===== src/include/adc_ctrl_map.svh =====
// register addresses, reset values and timing counts of the converter
`ifndef ADC_CTRL_MAP_SVH
`define ADC_CTRL_MAP_SVH
`define ADDR_PIN_FUNCTION_SELECT 16'hFF2F
`define ADDR_PORT2_DIRECTION 16'hFF22
`define ADDR_CONVERTER_MODE 16'hFF28
`define ADDR_CHANNEL_SELECT 16'hFF29
`define ADDR_RESULT_WIDE_LO 16'hFF08
`define ADDR_RESULT_WIDE_HI 16'hFF09
`define ADDR_RESULT_HIGH_BYTE 16'hFF0A
`define RST_PIN_FUNCTION_SELECT 8'h00
`define RST_PORT2_DIRECTION 8'hFF
`define RST_CONVERTER_MODE 8'h00
`define RST_CHANNEL_SELECT 8'h00
`define RST_RESULT_WIDE 16'h0000
`define RST_RESULT_HIGH_BYTE 8'h00
`define BIT_CONVERTER_ENABLE 0
`define BIT_CONVERSION_RUN 7
`define PFS_CODE_MSB 3
`define PFS_CODE_MAX 4'h8
`define CHSEL_MSB 2
`define RESULT_PAD_BITS 6
`define SAR_MSB 9
`define DEF_SAMPLE_CYCLES 24
`define DEF_BIT_CYCLES 12
`endif


===== src/include/adc_ctrl_pkg.sv =====
// types shared by the converter sequencer files
package adc_ctrl_pkg;
  typedef enum logic [2:0] {
    ST_IDLE,
    ST_SAMPLE,
    ST_TRIAL,
    ST_DONE
  } seq_state_t;
  typedef logic [9:0] sar_word_t;
  typedef logic [7:0] pin_vec_t;
endpackage


===== src/core/pin_function_decode.sv =====
// per-pin analog/digital function decode of the shared port
`timescale 1ns/1ps
`include "adc_ctrl_map.svh"
module pin_function_decode (
  // settings
  input wire logic [3:0] i_pfs_code,
  input wire logic [7:0] i_direction,
  input wire logic [2:0] i_channel,
  // decoded pin functions
  output logic [7:0] o_analog,
  output logic [7:0] o_conv_target,
  output logic [7:0] o_out_buffer_en,
  output logic o_prohibited
);
  import adc_ctrl_pkg::*;
  logic [7:0] digital;
  // lowest n pins turn digital; codes above 8 leave all analog
  always_comb begin
    for (int k = 0; k < 8; k++) begin
      digital[k] = (i_pfs_code <= `PFS_CODE_MAX) &&
                   (4'(k) < i_pfs_code);
    end
  end
  // joint decode of function, direction and channel
  always_comb begin
    o_analog = ~digital;
    o_out_buffer_en = ~i_direction;
    o_conv_target = '0;
    if (!digital[i_channel] && i_direction[i_channel]) begin
      o_conv_target[i_channel] = 1'b1;
    end
    // flags what software is told never to set
    o_prohibited = (i_pfs_code > `PFS_CODE_MAX) ||
                   digital[i_channel] ||
                   |(~digital & ~i_direction);
  end
endmodule // pin_function_decode


===== src/core/sar_step.sv =====
// one trial step of the successive approximation search
`timescale 1ns/1ps
`include "adc_ctrl_map.svh"
module sar_step (
  // current search state
  input wire adc_ctrl_pkg::sar_word_t i_sar,
  input wire logic [3:0] i_bit,
  input wire logic i_cmp_high,
  // outputs
  output adc_ctrl_pkg::sar_word_t o_trial,
  output adc_ctrl_pkg::sar_word_t o_decided
);
  import adc_ctrl_pkg::*;
  // tap equals the trial word: bit set on top of the decided bits
  always_comb begin
    o_trial = i_sar;
    o_trial[i_bit] = 1'b1;
    o_decided = o_trial;
    o_decided[i_bit] = i_cmp_high; // keep if input at or above tap
  end
endmodule // sar_step


===== src/core/sar_adc_pin_config_sequencer.sv =====
// control and sequencing of the 10-bit converter and its shared pins
//
// What this block does
// - pin function select clears to zero: all pins analog after reset
// - select value n makes lowest n pins digital; above 8 prohibited
// - select register takes bit and byte writes; bits 7..4 read zero
// - select write inserts one bus wait; software avoids stopped clock
// - port 2 direction resets to all ones, every pin input
// - direction bit 0 enables output buffer, 1 disables it
// - analog input pin is converted when channel select names it
// - pin function decoded from select, direction and channel
// - sample for a fixed period, then hold until conversion ends
// - first trial sets bit 9 at half scale, keep if input at or above
// - bit 8 trial tap follows bit 9; keep when input at or above
// - same trial-and-compare continues down to bit 0
// - after ten compares load both results and pulse done request
// - next conversion starts at once until run bit cleared
// - write to mode, channel or select aborts; restarts if run set
// - reset clears wide result to 0000 and high byte to 00
// - wide result holds ten bits, high byte the upper eight
// - wide result is left-aligned, low six bits read zero
// - converter enable is mode register bit 0
// - conversion run is mode register bit 7; one starts conversion
// - clearing run stops at once, last result kept
`timescale 1ns/1ps
`include "adc_ctrl_map.svh"
module sar_adc_pin_config_sequencer #(
  parameter int CNT_W = 8
) (
  // clock, reset, enable
  input wire logic i_clk,
  input wire logic i_rst_b,
  input wire logic i_ce,
  // cpu register port
  input wire logic [15:0] i_addr,
  input wire logic i_wr,
  input wire logic i_rd,
  input wire logic [7:0] i_wdata,
  input wire logic [7:0] i_wmask,
  output logic [7:0] o_rdata,
  output logic o_wait,
  // conversion timing from the time selection
  input wire logic [CNT_W-1:0] i_sample_cycles,
  input wire logic [CNT_W-1:0] i_bit_cycles,
  // analog front end
  input wire logic i_cmp_high,
  output adc_ctrl_pkg::sar_word_t o_tap,
  output logic o_sample,
  output logic o_hold,
  output logic o_analog_on,
  // pins and events
  output logic [7:0] o_pin_analog,
  output logic [7:0] o_pin_select,
  output logic [7:0] o_pin_out_en,
  output logic o_setting_prohibited,
  output logic o_conversion_done_irq,
  output logic o_busy
);
  import adc_ctrl_pkg::*;

  // software-visible registers
  logic [7:0] pin_function_select;
  logic [7:0] port2_direction;
  logic [7:0] converter_mode_register;
  logic [7:0] channel_select;
  logic [15:0] result_wide;
  logic [7:0] result_high_byte;

  // search state and counters
  sar_word_t successive_approx_register;
  seq_state_t state;
  logic [CNT_W-1:0] cnt;
  logic [3:0] bit_idx;
  logic wait_pend;

  // decoded settings and step results
  logic converter_enable;
  logic conversion_run;
  logic [7:0] analog_w;
  logic [7:0] target_w;
  logic [7:0] out_en_w;
  logic prohibited_w;
  sar_word_t trial_w;
  sar_word_t decided_w;
  logic abort_w;
  logic sample_done;
  logic bit_done;
  logic load_result;

  // masked byte write: mask bits select the lanes touched
  function automatic logic [7:0] merge(input logic [7:0] old,
                                       input logic [7:0] wd,
                                       input logic [7:0] msk);
    merge = (old & ~msk) | (wd & msk);
  endfunction

  function automatic logic hit(input logic [15:0] addr,
                               input logic [15:0] reg_addr);
    hit = (addr == reg_addr);
  endfunction

  // last clock of a counted period; one extra bit keeps the sum from wrapping
  function automatic logic period_end(input logic [CNT_W-1:0] count,
                                      input logic [CNT_W-1:0] length);
    period_end = ({1'b0, count} + 1'b1) >= {1'b0, length};
  endfunction

  assign converter_enable = converter_mode_register[`BIT_CONVERTER_ENABLE];
  assign conversion_run = converter_mode_register[`BIT_CONVERSION_RUN];

  // a bit period lasts at least two clocks: the tap is registered, so the
  // comparator reflects the new trial word only from the second clock on
  assign sample_done = period_end(cnt, i_sample_cycles);
  assign bit_done = (cnt != '0) && period_end(cnt, i_bit_cycles);

  // a finished search loads the results unless a stop or restart wins
  assign load_result = state == ST_DONE && conversion_run && !abort_w;

  // writes to mode, channel or function select abort the search; run set restarts it
  // a write that sets run aborts too; idle then starts afresh
  assign abort_w = i_wr && !wait_pend &&
                   (hit(i_addr, `ADDR_CONVERTER_MODE) ||
                    hit(i_addr, `ADDR_CHANNEL_SELECT) ||
                    hit(i_addr, `ADDR_PIN_FUNCTION_SELECT));

  pin_function_decode u_decode (
    .i_pfs_code(pin_function_select[`PFS_CODE_MSB:0]),
    .i_direction(port2_direction),
    .i_channel(channel_select[`CHSEL_MSB:0]),
    .o_analog(analog_w),
    .o_conv_target(target_w),
    .o_out_buffer_en(out_en_w),
    .o_prohibited(prohibited_w)
  );

  sar_step u_step (
    .i_sar(successive_approx_register),
    .i_bit(bit_idx),
    .i_cmp_high(i_cmp_high),
    .o_trial(trial_w),
    .o_decided(decided_w)
  );

  // one wait state on every register write; the cpu holds i_wr through it
  // a write held into the wait cycle is ignored, never taken twice
  always_ff @(posedge i_clk or negedge i_rst_b) begin
    if (!i_rst_b) begin
      wait_pend <= 1'b0;
    end else if (i_ce) begin
      wait_pend <= i_wr && !wait_pend;
    end
  end

  // stall output mirrors the pending wait
  always_ff @(posedge i_clk or negedge i_rst_b) begin
    if (!i_rst_b) begin
      o_wait <= 1'b0;
    end else if (i_ce) begin
      o_wait <= i_wr && !wait_pend;
    end
  end

  // pin function select: only the code nibble is stored
  always_ff @(posedge i_clk or negedge i_rst_b) begin
    if (!i_rst_b) begin
      pin_function_select <= `RST_PIN_FUNCTION_SELECT;
    end else if (i_ce && i_wr && !wait_pend &&
                 hit(i_addr, `ADDR_PIN_FUNCTION_SELECT)) begin
      pin_function_select <= merge(pin_function_select, i_wdata, i_wmask)
                             & 8'h0F;
    end
  end

  // port 2 direction
  // reset leaves every pin an input with its output buffer off
  always_ff @(posedge i_clk or negedge i_rst_b) begin
    if (!i_rst_b) begin
      port2_direction <= `RST_PORT2_DIRECTION;
    end else if (i_ce && i_wr && !wait_pend &&
                 hit(i_addr, `ADDR_PORT2_DIRECTION)) begin
      port2_direction <= merge(port2_direction, i_wdata, i_wmask);
    end
  end

  // mode register holds enable, time selection bits and run
  // bits 5..1 are kept for the outside time selection only
  always_ff @(posedge i_clk or negedge i_rst_b) begin
    if (!i_rst_b) begin
      converter_mode_register <= `RST_CONVERTER_MODE;
    end else if (i_ce && i_wr && !wait_pend &&
                 hit(i_addr, `ADDR_CONVERTER_MODE)) begin
      converter_mode_register <= merge(converter_mode_register, i_wdata,
                                       i_wmask);
    end
  end

  // channel select, upper bits kept at zero
  always_ff @(posedge i_clk or negedge i_rst_b) begin
    if (!i_rst_b) begin
      channel_select <= `RST_CHANNEL_SELECT;
    end else if (i_ce && i_wr && !wait_pend &&
                 hit(i_addr, `ADDR_CHANNEL_SELECT)) begin
      channel_select <= merge(channel_select, i_wdata, i_wmask) & 8'h07;
    end
  end

  // conversion sequencer; run cleared or abort drops back to idle
  // idle moves to sampling on the next clock while run stays set
  always_ff @(posedge i_clk or negedge i_rst_b) begin
    if (!i_rst_b) begin
      state <= ST_IDLE;
      cnt <= '0;
      bit_idx <= 4'h0;
      successive_approx_register <= '0;
    end else if (i_ce) begin
      if (abort_w || !conversion_run) begin
        state <= ST_IDLE;
        cnt <= '0;
      end else begin
        case (state)
          ST_IDLE: begin
            state <= ST_SAMPLE;
            cnt <= '0;
          end
          ST_SAMPLE: begin
            // length taken from the outside time selection
            if (sample_done) begin
              state <= ST_TRIAL;
              cnt <= '0;
              // search word cleared so the first trial is bit 9 alone
              bit_idx <= 4'(`SAR_MSB);
              successive_approx_register <= '0;
            end else begin
              cnt <= cnt + 1'b1;
            end
          end
          ST_TRIAL: begin
            // comparator sampled on the last cycle of each bit period
            if (bit_done) begin
              cnt <= '0;
              successive_approx_register <= decided_w;
              if (bit_idx == 4'h0) begin
                state <= ST_DONE;
              end else begin
                bit_idx <= bit_idx - 4'h1;
              end
            end else begin
              cnt <= cnt + 1'b1;
            end
          end
          ST_DONE: begin
            // results and done request are taken from this state
            state <= ST_SAMPLE;
            cnt <= '0;
          end
          default: begin
            // unused encodings fall back to idle
            state <= ST_IDLE;
          end
        endcase
      end
    end
  end

  // results load only on a completed search, so a stop keeps the last one
  always_ff @(posedge i_clk or negedge i_rst_b) begin
    if (!i_rst_b) begin
      result_wide <= `RST_RESULT_WIDE;
      result_high_byte <= `RST_RESULT_HIGH_BYTE;
    end else if (i_ce && load_result) begin
      result_wide <= {successive_approx_register,
                      `RESULT_PAD_BITS'(0)};
      result_high_byte <= successive_approx_register[9:2];
    end
  end

  // done request pulses in the cycle the results are loaded
  always_ff @(posedge i_clk or negedge i_rst_b) begin
    if (!i_rst_b) begin
      o_conversion_done_irq <= 1'b0;
    end else if (i_ce) begin
      o_conversion_done_irq <= load_result;
    end
  end

  // analog front-end controls, registered
  always_ff @(posedge i_clk or negedge i_rst_b) begin
    if (!i_rst_b) begin
      o_tap <= '0;
      o_sample <= 1'b0;
      o_hold <= 1'b0;
      o_analog_on <= 1'b0;
      o_busy <= 1'b0;
    end else if (i_ce) begin
      // tap idles at zero outside hold so the ladder rests at the bottom
      o_tap <= (state == ST_TRIAL) ? trial_w : '0;
      o_sample <= state == ST_SAMPLE;
      o_hold <= state == ST_TRIAL;
      o_analog_on <= converter_enable;
      o_busy <= state != ST_IDLE;
    end
  end

  // pin function outputs, registered one cycle after the settings
  // forbidden settings are flagged only; the decode still follows them
  always_ff @(posedge i_clk or negedge i_rst_b) begin
    if (!i_rst_b) begin
      o_pin_analog <= 8'hFF;
      o_pin_select <= 8'h01;
      o_pin_out_en <= 8'h00;
      o_setting_prohibited <= 1'b0;
    end else if (i_ce) begin
      o_pin_analog <= analog_w;
      o_pin_select <= target_w;
      o_pin_out_en <= out_en_w;
      o_setting_prohibited <= prohibited_w;
    end
  end

  // read data registered; unmapped addresses read zero
  // result addresses are read only: no write decode matches them
  always_ff @(posedge i_clk or negedge i_rst_b) begin
    if (!i_rst_b) begin
      o_rdata <= 8'h00;
    end else if (i_ce && i_rd) begin
      case (i_addr)
        `ADDR_PIN_FUNCTION_SELECT: o_rdata <= pin_function_select;
        `ADDR_PORT2_DIRECTION: o_rdata <= port2_direction;
        `ADDR_CONVERTER_MODE: o_rdata <= converter_mode_register;
        `ADDR_CHANNEL_SELECT: o_rdata <= channel_select;
        `ADDR_RESULT_WIDE_LO: o_rdata <= result_wide[7:0];
        `ADDR_RESULT_WIDE_HI: o_rdata <= result_wide[15:8];
        `ADDR_RESULT_HIGH_BYTE: o_rdata <= result_high_byte;
        default: o_rdata <= 8'h00;
      endcase
    end
  end
endmodule // sar_adc_pin_config_sequencer


===== config.mk =====
export PLATFORM = sky130hd
export DESIGN_NAME = sar_adc_pin_config_sequencer
export DESIGN_NICKNAME = d
export VERILOG_FILES = /design/src/include/adc_ctrl_pkg.sv /design/src/core/pin_function_decode.sv /design/src/core/sar_step.sv /design/src/core/sar_adc_pin_config_sequencer.sv
export VERILOG_INCLUDE_DIRS = /design/src /design/src/include
export SDC_FILE = /design/constraint.sdc
export NUM_CORES = 1
export LEC_CHECK = 0
export BUFFER_PORTS_ARGS = -buffer_cell sky130_fd_sc_hd__buf_2
export CAP_MARGIN = 20
export CORE_UTILIZATION = 50
export DETAILED_ROUTE_END_ITERATION = 16
export GPL_TIMING_DRIVEN = 0
export PLACE_DENSITY_LB_ADDON = 0.05
export SETUP_SLACK_MARGIN = 0.3
export SYNTH_ARGS = -nofsm -noshare
export SYNTH_HDL_FRONTEND = slang
export SYNTH_HIERARCHICAL = 1
export SYNTH_SLANG_ARGS = --single-unit

===== constraint.sdc =====
create_clock -name i_clk -period 3.26 [get_ports i_clk]
set_clock_uncertainty 0.15 [all_clocks]
set_input_delay 0.326 -clock i_clk [delete_from_list [all_inputs] [get_ports i_clk]]
set_output_delay 0.326 -clock i_clk [all_outputs]
set_load 0.05 [all_outputs]

==> results of run 1 <==
-- where the power goes --
part,leakage (uW),switching [uW],internal [uW]
sequential,0.00136,0.736,1320
combinational,0.00196,97.9,54.9
clock,0.000134,514,525
-- logic make-up after synthesis --
| kind of cell | Yosys count | synth area share |
|---|---|---|
| and+or+nand+nor | 208 | 0.1953 |
| xor gates and xnor gates | 8 | 0.01117 |
| muxes | 77 | 0.1402 |
| DFF | 106 | 0.4263 |
| buffers and inverters | 78 | 0.05984 |
| adders and majority gates | 24 | 0.04788 |
| AOI/OAI and AO/OA | 106 | 0.1193 |
-- repair_timing --
action                                  4_1_cts  5_1_grt
hold buffers                                  1        0
buffers inserted                             11        4
resized for setup                            38       20
hold endpoints to repair                     43        0
endpoints found under the setup margin       24       24
pin swaps                                    16       15
-- routing by layer --
layer	vias to the layer above	track usage	routed length [um]
met5	-	0	0
met4	0	0.07359	202
met3	17	0.04942	831
met2	174	0.4149	7641
met1	2571	0.3526	7330
li1	2426	-	-
-- worst max path at each step --
stage	start	end	slack (ns)
after CTS	cnt[1]$_DFFE_PN0P_	state[1]$_DFFE_PN0P_	0.29
after detailed placement	cnt[0]$_DFFE_PN0P_	cnt[1]$_DFFE_PN0P_	-0.1
after global routing	cnt[2]$_DFFE_PN0P_	cnt[0]$_DFFE_PN0P_	0.15
after floorplan	cnt[0]$_DFFE_PN0P_	state[1]$_DFFE_PN0P_	0.39
final	cnt[2]$_DFFE_PN0P_	cnt[0]$_DFFE_PN0P_	0.26
after global placement	cnt[0]$_DFFE_PN0P_	cnt[0]$_DFFE_PN0P_	-0.02
-- worst register-to-register path, cell delays in order (launching register included) --
cell and delay, ns:
dfrtp_2 0.39, and3_4 0.21, nand3_4 0.11, xnor2_2 0.21, ha_1 0.30, a21o_1 0.19
a21o_1 0.19, o21bai_1 0.16, a221o_2 0.45, a21oi_4 0.25, o21ai_2 0.12, mux2i_1 0.20
-- per-stage QoR --
stage          cells  total power, uW  setup TNS [ns]  utilization  instance area, um2
3_5_place_dp     877             1489         -0.4989       0.5794                7018
3_3_place_gp     875             1481        -0.03692       0.5766                6983
5_1_grt          909             2602               0       0.6361                7704
6_report         909             2509               0       0.6361                7704
4_1_cts          905             2531               0       0.6243                7561
2_1_floorplan    607             1401               0            -                6272
-- cells in the mapped netlist, types with 7 or more instances --
master | n | area share
dfrtp_1 | 89 | 0.36
mux2_2 | 71 | 0.13
nand2_1 | 70 | 0.042
inv_1 | 50 | 0.030
nand3_1 | 34 | 0.027
o21ai_0 | 31 | 0.025
ha_1 | 24 | 0.048
nor2_1 | 20 | 0.012
dfstp_2 | 17 | 0.071
a21oi_1 | 12 | 0.0096
o211ai_1 | 12 | 0.014
or2_2 | 11 | 0.011
nor3_1 | 10 | 0.0080
clkbuf_1 | 9 | 0.0054
and3_1 | 8 | 0.0080
a222oi_1 | 7 | 0.011
-- final cells by class --
cell class,count,share of cell area
Multi-Input combinational cell,423,0.4523
Inverter,50,0.02436
Buffer,28,0.02680
Clock inverter,7,0.006984
Sequential cell,106,0.3476
Timing Repair Buffer,118,0.08543
Clock buffer,9,0.02924
Tap cell,168,0.02729
==> flow_summary.ini, run 1 <==
[synth]
avgSynthCellArea_um2 = 10.33
synth-edff-count = 0
syn_nets = 685
synth_ff_type = dfrtp_1
ys_warn_count = 6
syn_inst = 607
syn-cell-area_um2 = 6272
synth-seq-cells = 106
synth_cell_types = 71
yosysSeqAreaShare = 0.4263
async_flop_share = 1.000

[critical_path]
crit_top_cell = a21o_1
end_kind = flop
arrival_ns = 3.11
r2r_cells = 11
critPathSlowestCell = a221o_2
cp_data_required_time_ns = 3.37
reg2reg_slack_ns = 0.26
cpPeakStageDelay_ns = 0.45
critPathBufInv = 0
regToRegEndpoint = cnt[0]$_DFFE_PN0P_
worst-path-stages = 11
cp-start-kind = flop
cp_max_fo = 5
crit_chain = and3_4 -> nand3_4 -> xnor2_2 -> ha_1 -> a21o_1 -> a21o_1 -> o21bai_1 -> a221o_2 -> a21oi_4 -> o21ai_2 -> mux2i_1
critPathTopFamily = compound AO/OA/AOI/OAI gates
reg2reg_from = cnt[2]$_DFFE_PN0P_
crit_type = reg -> reg

[worst_hold_path]
hold_depth = 2
hp-start = i_wdata[4]
hp-class = in -> reg

[placement]
gp_congestion = 0.8715
pre_cts_slack_ns = -0.09964
numPortBuffers = 100
dpl.hpwl_um = 11500

[sta]
finalWorstPathRequiredPeriod_ns = 2.999
relSlewSlack = 0.4274
fin_ws_ns = 0.2607
finalCritPeriodShare = 0.9200
finalHoldViolCount = 0
hold_slack_ns = 0.05810
setup_viol = 0
max_freq_mhz = 333.4
rsz0062_at_grt = yes
final_max_slew_viol_count = 0
worst_slew_pin_slew_ns = 0.8518

[layout]
area_growth_pct = 22.82
regArea_um2 = 2678
layout_common_cells = buf_2, dfrtp_1, mux2_2
fillers = 1014
finalNetCount = 814
diodes = 0
drive_gt1_frac = 0.4238
multiInputGateArea_um2 = 3485
final_common_cell = buf_2

[floorplan]
die-area_um2 = 13000
die_w_um = 114
initial_utilization = 0.5179
ios = 103
rows = 40
die_h_um = 114
core_um2 = 12110

[clock_network]
clk_pin_slew_worst_paths_ns = 0.08
clk_latency_ns = 0.36
cts.path.max_buffers = 2
cts-root-buf = clkbuf_16
cts_sinks = 106
cts_tree = yes
cts_buffers = 9
cts_max_level = 3

[detailed_routing]
firstDrtPassIters = 5
viasPerCell = 5.707
wl_per_cell_um = 17.61
final_antenna_net_count = 0
drtIter0Drc = 310
vias = 5188
drc = 0
wirelength_um = 16010

[grt]
antenna_found_initial = 0
grt_remaining_overflow = 0
grt_util_all_layers = 0.2569
grt_max_degree = 62
grt_pass1_vias = 5163
grt_pass1_wl_um = 25830

[pwr]
power.density_nw_per_um2 = 325.7
ir_drop_mv = 0.2658
p_leak_uw = 0.003449

[run_status]
status = finished clean

[run]
drv_cap = 0
No activity file was read; power rests on OpenSTA's default activity.
==> run 2: changes to the inputs <==
CORE_ASPECT_RATIO = 0.75   (was default)
CORE_UTILIZATION = 57   (was 50)
MAX_ROUTING_LAYER = met4   (was default)
==> flow_summary.ini, run 2 (synthesis gave the netlist of run 1 again) <==
[sta]
relSlewSlack = 0.4527
max_freq_mhz = 329.8
finalWorstPathRequiredPeriod_ns = 3.033
finalHoldViolCount = 0
finalCritPeriodShare = 0.9302
final_max_slew_viol_count = 0
setup_viol = 0
worst_slew_pin_slew_ns = 0.8142
fin_ws_ns = 0.2275
rsz0062_at_grt = yes
hold_slack_ns = 0.05602

[critical_path]
cp_data_required_time_ns = 3.39
cp-start-kind = flop
end_kind = flop
crit_type = reg -> reg
arrival_ns = 3.16
cp_max_fo = 5

[pwr]
p_leak_uw = 0.003503
power_uw = 2627
power.density_nw_per_um2 = 340.5
ir_drop_mv = 0.2328

[layout]
stdcell_area_um2 = 7715
diodes = 0
final_common_cell = buf_2
post-route-util = 0.7354
drive_gt1_frac = 0.4191
area_growth_pct = 23.00
finalNetCount = 815
layout_common_cells = buf_2, dfrtp_1, mux2_2

[worst_hold_path]
hp-class = in -> reg

[grt]
grt_pass1_vias = 5026
grt_util_all_layers = 0.3059
grt_max_degree = 71
antenna_found_initial = 0
grt_remaining_overflow = 0
grt_pass1_wl_um = 25830
use_met2 = 0.4669
grtUsageMet1 = 0.4217
grt_use_met3 = 0.05357
grt-busiest-layer = met2

[detailed_routing]
drtIter0Drc = 424
firstDrtPassIters = 6
wirelength_um = 16640
wl_per_cell_um = 18.96
viasPerCell = 6.055
drc = 0
final_antenna_net_count = 0
vias = 5316

[floorplan]
die-area_um2 = 11430
die_w_um = 123.1
initial_utilization = 0.5979
rows = 32
die_h_um = 92.85
core_um2 = 10490
ios = 103

[clock_network]
clk_latency_ns = 0.36
cts_max_level = 3
cts-root-buf = clkbuf_16
cts_sinks = 106
cts_tree = yes
cts.path.max_buffers = 2
clk_pin_slew_worst_paths_ns = 0.08
cts_buffers = 9

[placement]
numPortBuffers = 100
placed_cell_area_um2 = 6973
gp_congestion = 0.9065
pre_cts_slack_ns = -0.06568
dpl.hpwl_um = 11420

[run_status]
status = finished clean

[run]
drv_cap = 0
==> run 2: cell count changes in the layout (fill, tap and decap cells not counted), sizes merged <==
cell and change:
clkinvlp -2, buf +1, bufinv +1, inv +1
clkbuf +1, clkinv -1
==> run 2: path summary, 6_finish.rpt <==
check	startpoint	endpoint	slack, ns	cells after the start
setup / recovery	cnt[4]$_DFFE_PN0P_	cnt[5]$_DFFE_PN0P_	0.23	12
hold / removal	i_wdata[5]	flop	0.06	2
setup reg to reg	cnt[4]$_DFFE_PN0P_	cnt[5]$_DFFE_PN0P_	0.23	12
hold reg to reg	o_rdata[2]$_DFFE_PN0P_	o_rdata[2]$_DFFE_PN0P_	0.33	2
max in group asynchronous	i_rst_b	asynchronous set/reset pin	1.86	3
min in group asynchronous	i_rst_b	cnt[6]$_DFFE_PN0P_	0.32	2
==> run 2: critical path, cell delays in order (launching register included) <==
cell and delay [ns]:
dfrtp_1 0.38, and3_4 0.21, nand3_4 0.13, xnor2_4 0.24
ha_4 0.25, a21o_1 0.17, a21o_1 0.19, o21bai_4 0.17
a221o_2 0.47, a21oi_4 0.25, buf_6 0.13, o211ai_1 0.07
o211ai_1 0.12
==> run 2: layout make-up <==
| class | instances | area (um2) |
|---|---|---|
| plain buffers | 28 | 210.2 |
| clock buffers | 10 | 239.0 |
| clock inverters | 6 | 72.57 |
| fillers | 763 | 2775 |
| inverters | 50 | 187.7 |
| multi-input cells | 423 | 3487 |
| flip-flops and latches | 106 | 2675 |
| well taps | 136 | 170.2 |
| repair buffers | 119 | 673.1 |
==> run 2: metrics by stage <==
step	setup TNS, ns	instances
after floorplan	0	607
after global placement	-0.02066	843
after detailed placement	-0.1546	844
after CTS	0	869
after global routing	0	878
final	0	878
==> run 2: per-layer routing <==
metal	part of all wire	up-vias
met3	0.062	24
met2	0.46	193
met1	0.46	2658
met4	0.019	0
li1	-	2441
met5	0	-
==> run 2: what timing repair did <==
| action | in CTS | in global routing |
|---|---|---|
| gates cloned | 0 | 1 |
| setup buffers | 8 | 7 |
| hold buffers | 1 | 0 |
| resized for setup | 32 | 26 |
| endpoints found under the hold margin | 27 | 0 |
| setup endpoints to repair | 24 | 24 |
| pin swaps | 12 | 25 |
==> run 2: power by group <==
part           switching, uW  internal [uW]  total, uW
sequential             0.856           1320       1320
clock                    524            628       1150
combinational            101           56.4        157
==> run 3: changes to the inputs <==
CORE_MARGIN = 2   (was default)
REMOVE_ABC_BUFFERS = 1   (was default)
==> flow_summary.ini, run 3 (synthesis gave the netlist of run 1 again) <==
[run_status]
status = finished clean

[layout]
layout_common_cells = buf_2, dfrtp_1, mux2_2
finalNetCount = 796
final_common_cell = buf_2
area_growth_pct = 22.74
diodes = 0
stdcell_area_um2 = 7699
fillers = 827
drive_gt1_frac = 0.4288

[run]
drv_cap = 0

[sta]
worst_slew_pin_slew_ns = 0.8694
rsz0062_at_grt = yes
relSlewSlack = 0.4156
finalCritPeriodShare = 0.9022
finalWorstPathRequiredPeriod_ns = 2.941
max_freq_mhz = 340.0
finalHoldViolCount = 0
fin_ws_ns = 0.3188
final_max_slew_viol_count = 0
setup_viol = 0

[critical_path]
cpPeakStageDelay_ns = 0.47
crit_type = reg -> reg
cp_max_fo = 5
startpoint = cnt[2]$_DFFE_PN0P_
arrival_ns = 3.08
cp_data_required_time_ns = 3.40
reg2reg_from = cnt[2]$_DFFE_PN0P_
end_kind = flop
crit_chain = and3_4 -> nand3_4 -> xnor2_4 -> ha_4 -> a21o_1 -> a21o_1 -> o21bai_1 -> a221o_2 -> a31oi_4 -> a311o_1 -> a21o_1
cp-start-kind = flop
critPathSlowestCell = a221o_2
crit_top_cell = a21o_1

[clock_network]
cts_sinks = 106
cts_max_level = 3
cts-root-buf = clkbuf_16
cts_tree = yes
clk_pin_slew_worst_paths_ns = 0.07
cts.path.max_buffers = 2
cts_buffers = 9
clk_latency_ns = 0.35

[detailed_routing]
viasPerCell = 5.973
wirelength_um = 15590
vias = 5155
drtIter0Drc = 347
firstDrtPassIters = 5
wl_per_cell_um = 18.06
final_antenna_net_count = 0
drc = 0

[floorplan]
initial_utilization = 0.5798
die_w_um = 125.1
rows = 33
ios = 103
core_um2 = 10820
die_h_um = 94.85
die-area_um2 = 11870

[placement]
dpl.hpwl_um = 10690
numPortBuffers = 102
gp_congestion = 0.8920
pre_cts_slack_ns = -0.3075
placed_cell_area_um2 = 6843

[worst_hold_path]
hp-class = in -> reg
hp-start = i_wdata[5]

[grt]
antenna_found_initial = 0
grt_remaining_overflow = 0
grt_pass1_wl_um = 24830
grt_util_all_layers = 0.2694
grt_pass1_vias = 4919
grt_max_degree = 73

[pwr]
p_sw_frac = 0.2181
p_leak_uw = 0.003402
intPower_uw = 2127
power.density_nw_per_um2 = 353.3
power_uw = 2720
pwr-share-seq = 0.484
comb_power_share = 0.057
p_clk_frac = 0.459
ir_drop_mv = 0.2653
p_switching_uw = 593.3
==> run 3: changes by cell type in the layout (fill, tap and decap cells not counted), moves of 2 or more <==
cell       change
buf_2          -2
buf_4          +3
buf_6         -10
bufinv_16      +2
clkbuf_1       -8
clkbuf_8       -2
dfrtp_1        -3
dfrtp_2        +3
ha_1           -3
ha_4           +2
==> run 3: power groups by stage <==
stage,sequential (uW),clock (uW),combinational (uW)
detailed placement,1340,0,143
floorplan,1350,0,38.9
finish,1320,1250,154
global route,1320,1320,170
global placement,1340,0,133
CTS,1320,1270,148
==> run 3: timing repair <==
action	4_1_cts	5_1_grt
setup endpoints to repair	24	23
buffers inserted	8	11
gates cloned	0	1
pin swaps	7	19
resized for setup	37	25
hold buffers	1	0
hold endpoints to repair	23	0
==> run 3: layer usage <==
metal  vias to the layer above  part of all wire  routed length (um)  GRT usage
met3                        28             0.059                 918    0.05212
li1                       2396                 -                   -          -
met2                       166              0.45                6972     0.3945
met1                      2565              0.48                7423     0.3837
met5                         -                 0                   0          -
met4                         0             0.018                 276    0.07778
==> run 3: final cells by class <==
type / count / area, um2 / area share
clock buffer: 10 / 229.0 / 0.02974
clock inverter: 6 / 112.6 / 0.01463
inverter: 50 / 187.7 / 0.02438
multi-input combinational: 424 / 3560 / 0.4624
sequential: 106 / 2679 / 0.3480
tap: 140 / 175.2 / 0.02275
timing repair buffer: 127 / 755.7 / 0.09816
==> run 3: worst paths after layout <==
check	end	slack, ns	depth (start not counted)
setup reg to reg	state[0]$_DFFE_PN0P_	0.32	11
max in group asynchronous	asynchronous set/reset pin	1.86	3
hold reg to reg	o_rdata[0]$_DFFE_PN0P_	0.35	2
min in group asynchronous	o_rdata[0]$_DFFE_PN0P_	0.34	2
setup / recovery	state[0]$_DFFE_PN0P_	0.32	11
hold / removal	flop	0.07	2
==> run 3: through the flow <==
| stage | hold WS [ns] | std cells | TNS, ns | utilization |
|---|---|---|---|---|
| floorplan | -0.1196 | 579 | 0 | - |
| global placement | 0.3159 | 821 | -2.861 | 0.6258 |
| detailed placement | 0.1690 | 825 | -2.979 | 0.6325 |
| CTS | 0.06038 | 850 | 0 | 0.6876 |
| global route | 0.07020 | 863 | 0 | 0.7117 |
| finish | 0.07094 | 863 | 0 | 0.7117 |
==> run 3: worst max-delay path: cells and delay by family, from the launching register on <==
| family | cells | cell delay, ns |
|---|---|---|
| AND/OR/NAND/NOR | 2 | 0.32 |
| XOR/XNOR | 1 | 0.22 |
| AO/OA/AOI/OAI | 7 | 1.58 |
| flip-flops | 1 | 0.37 |
| adder cells (fa/ha/maj) | 1 | 0.23 |
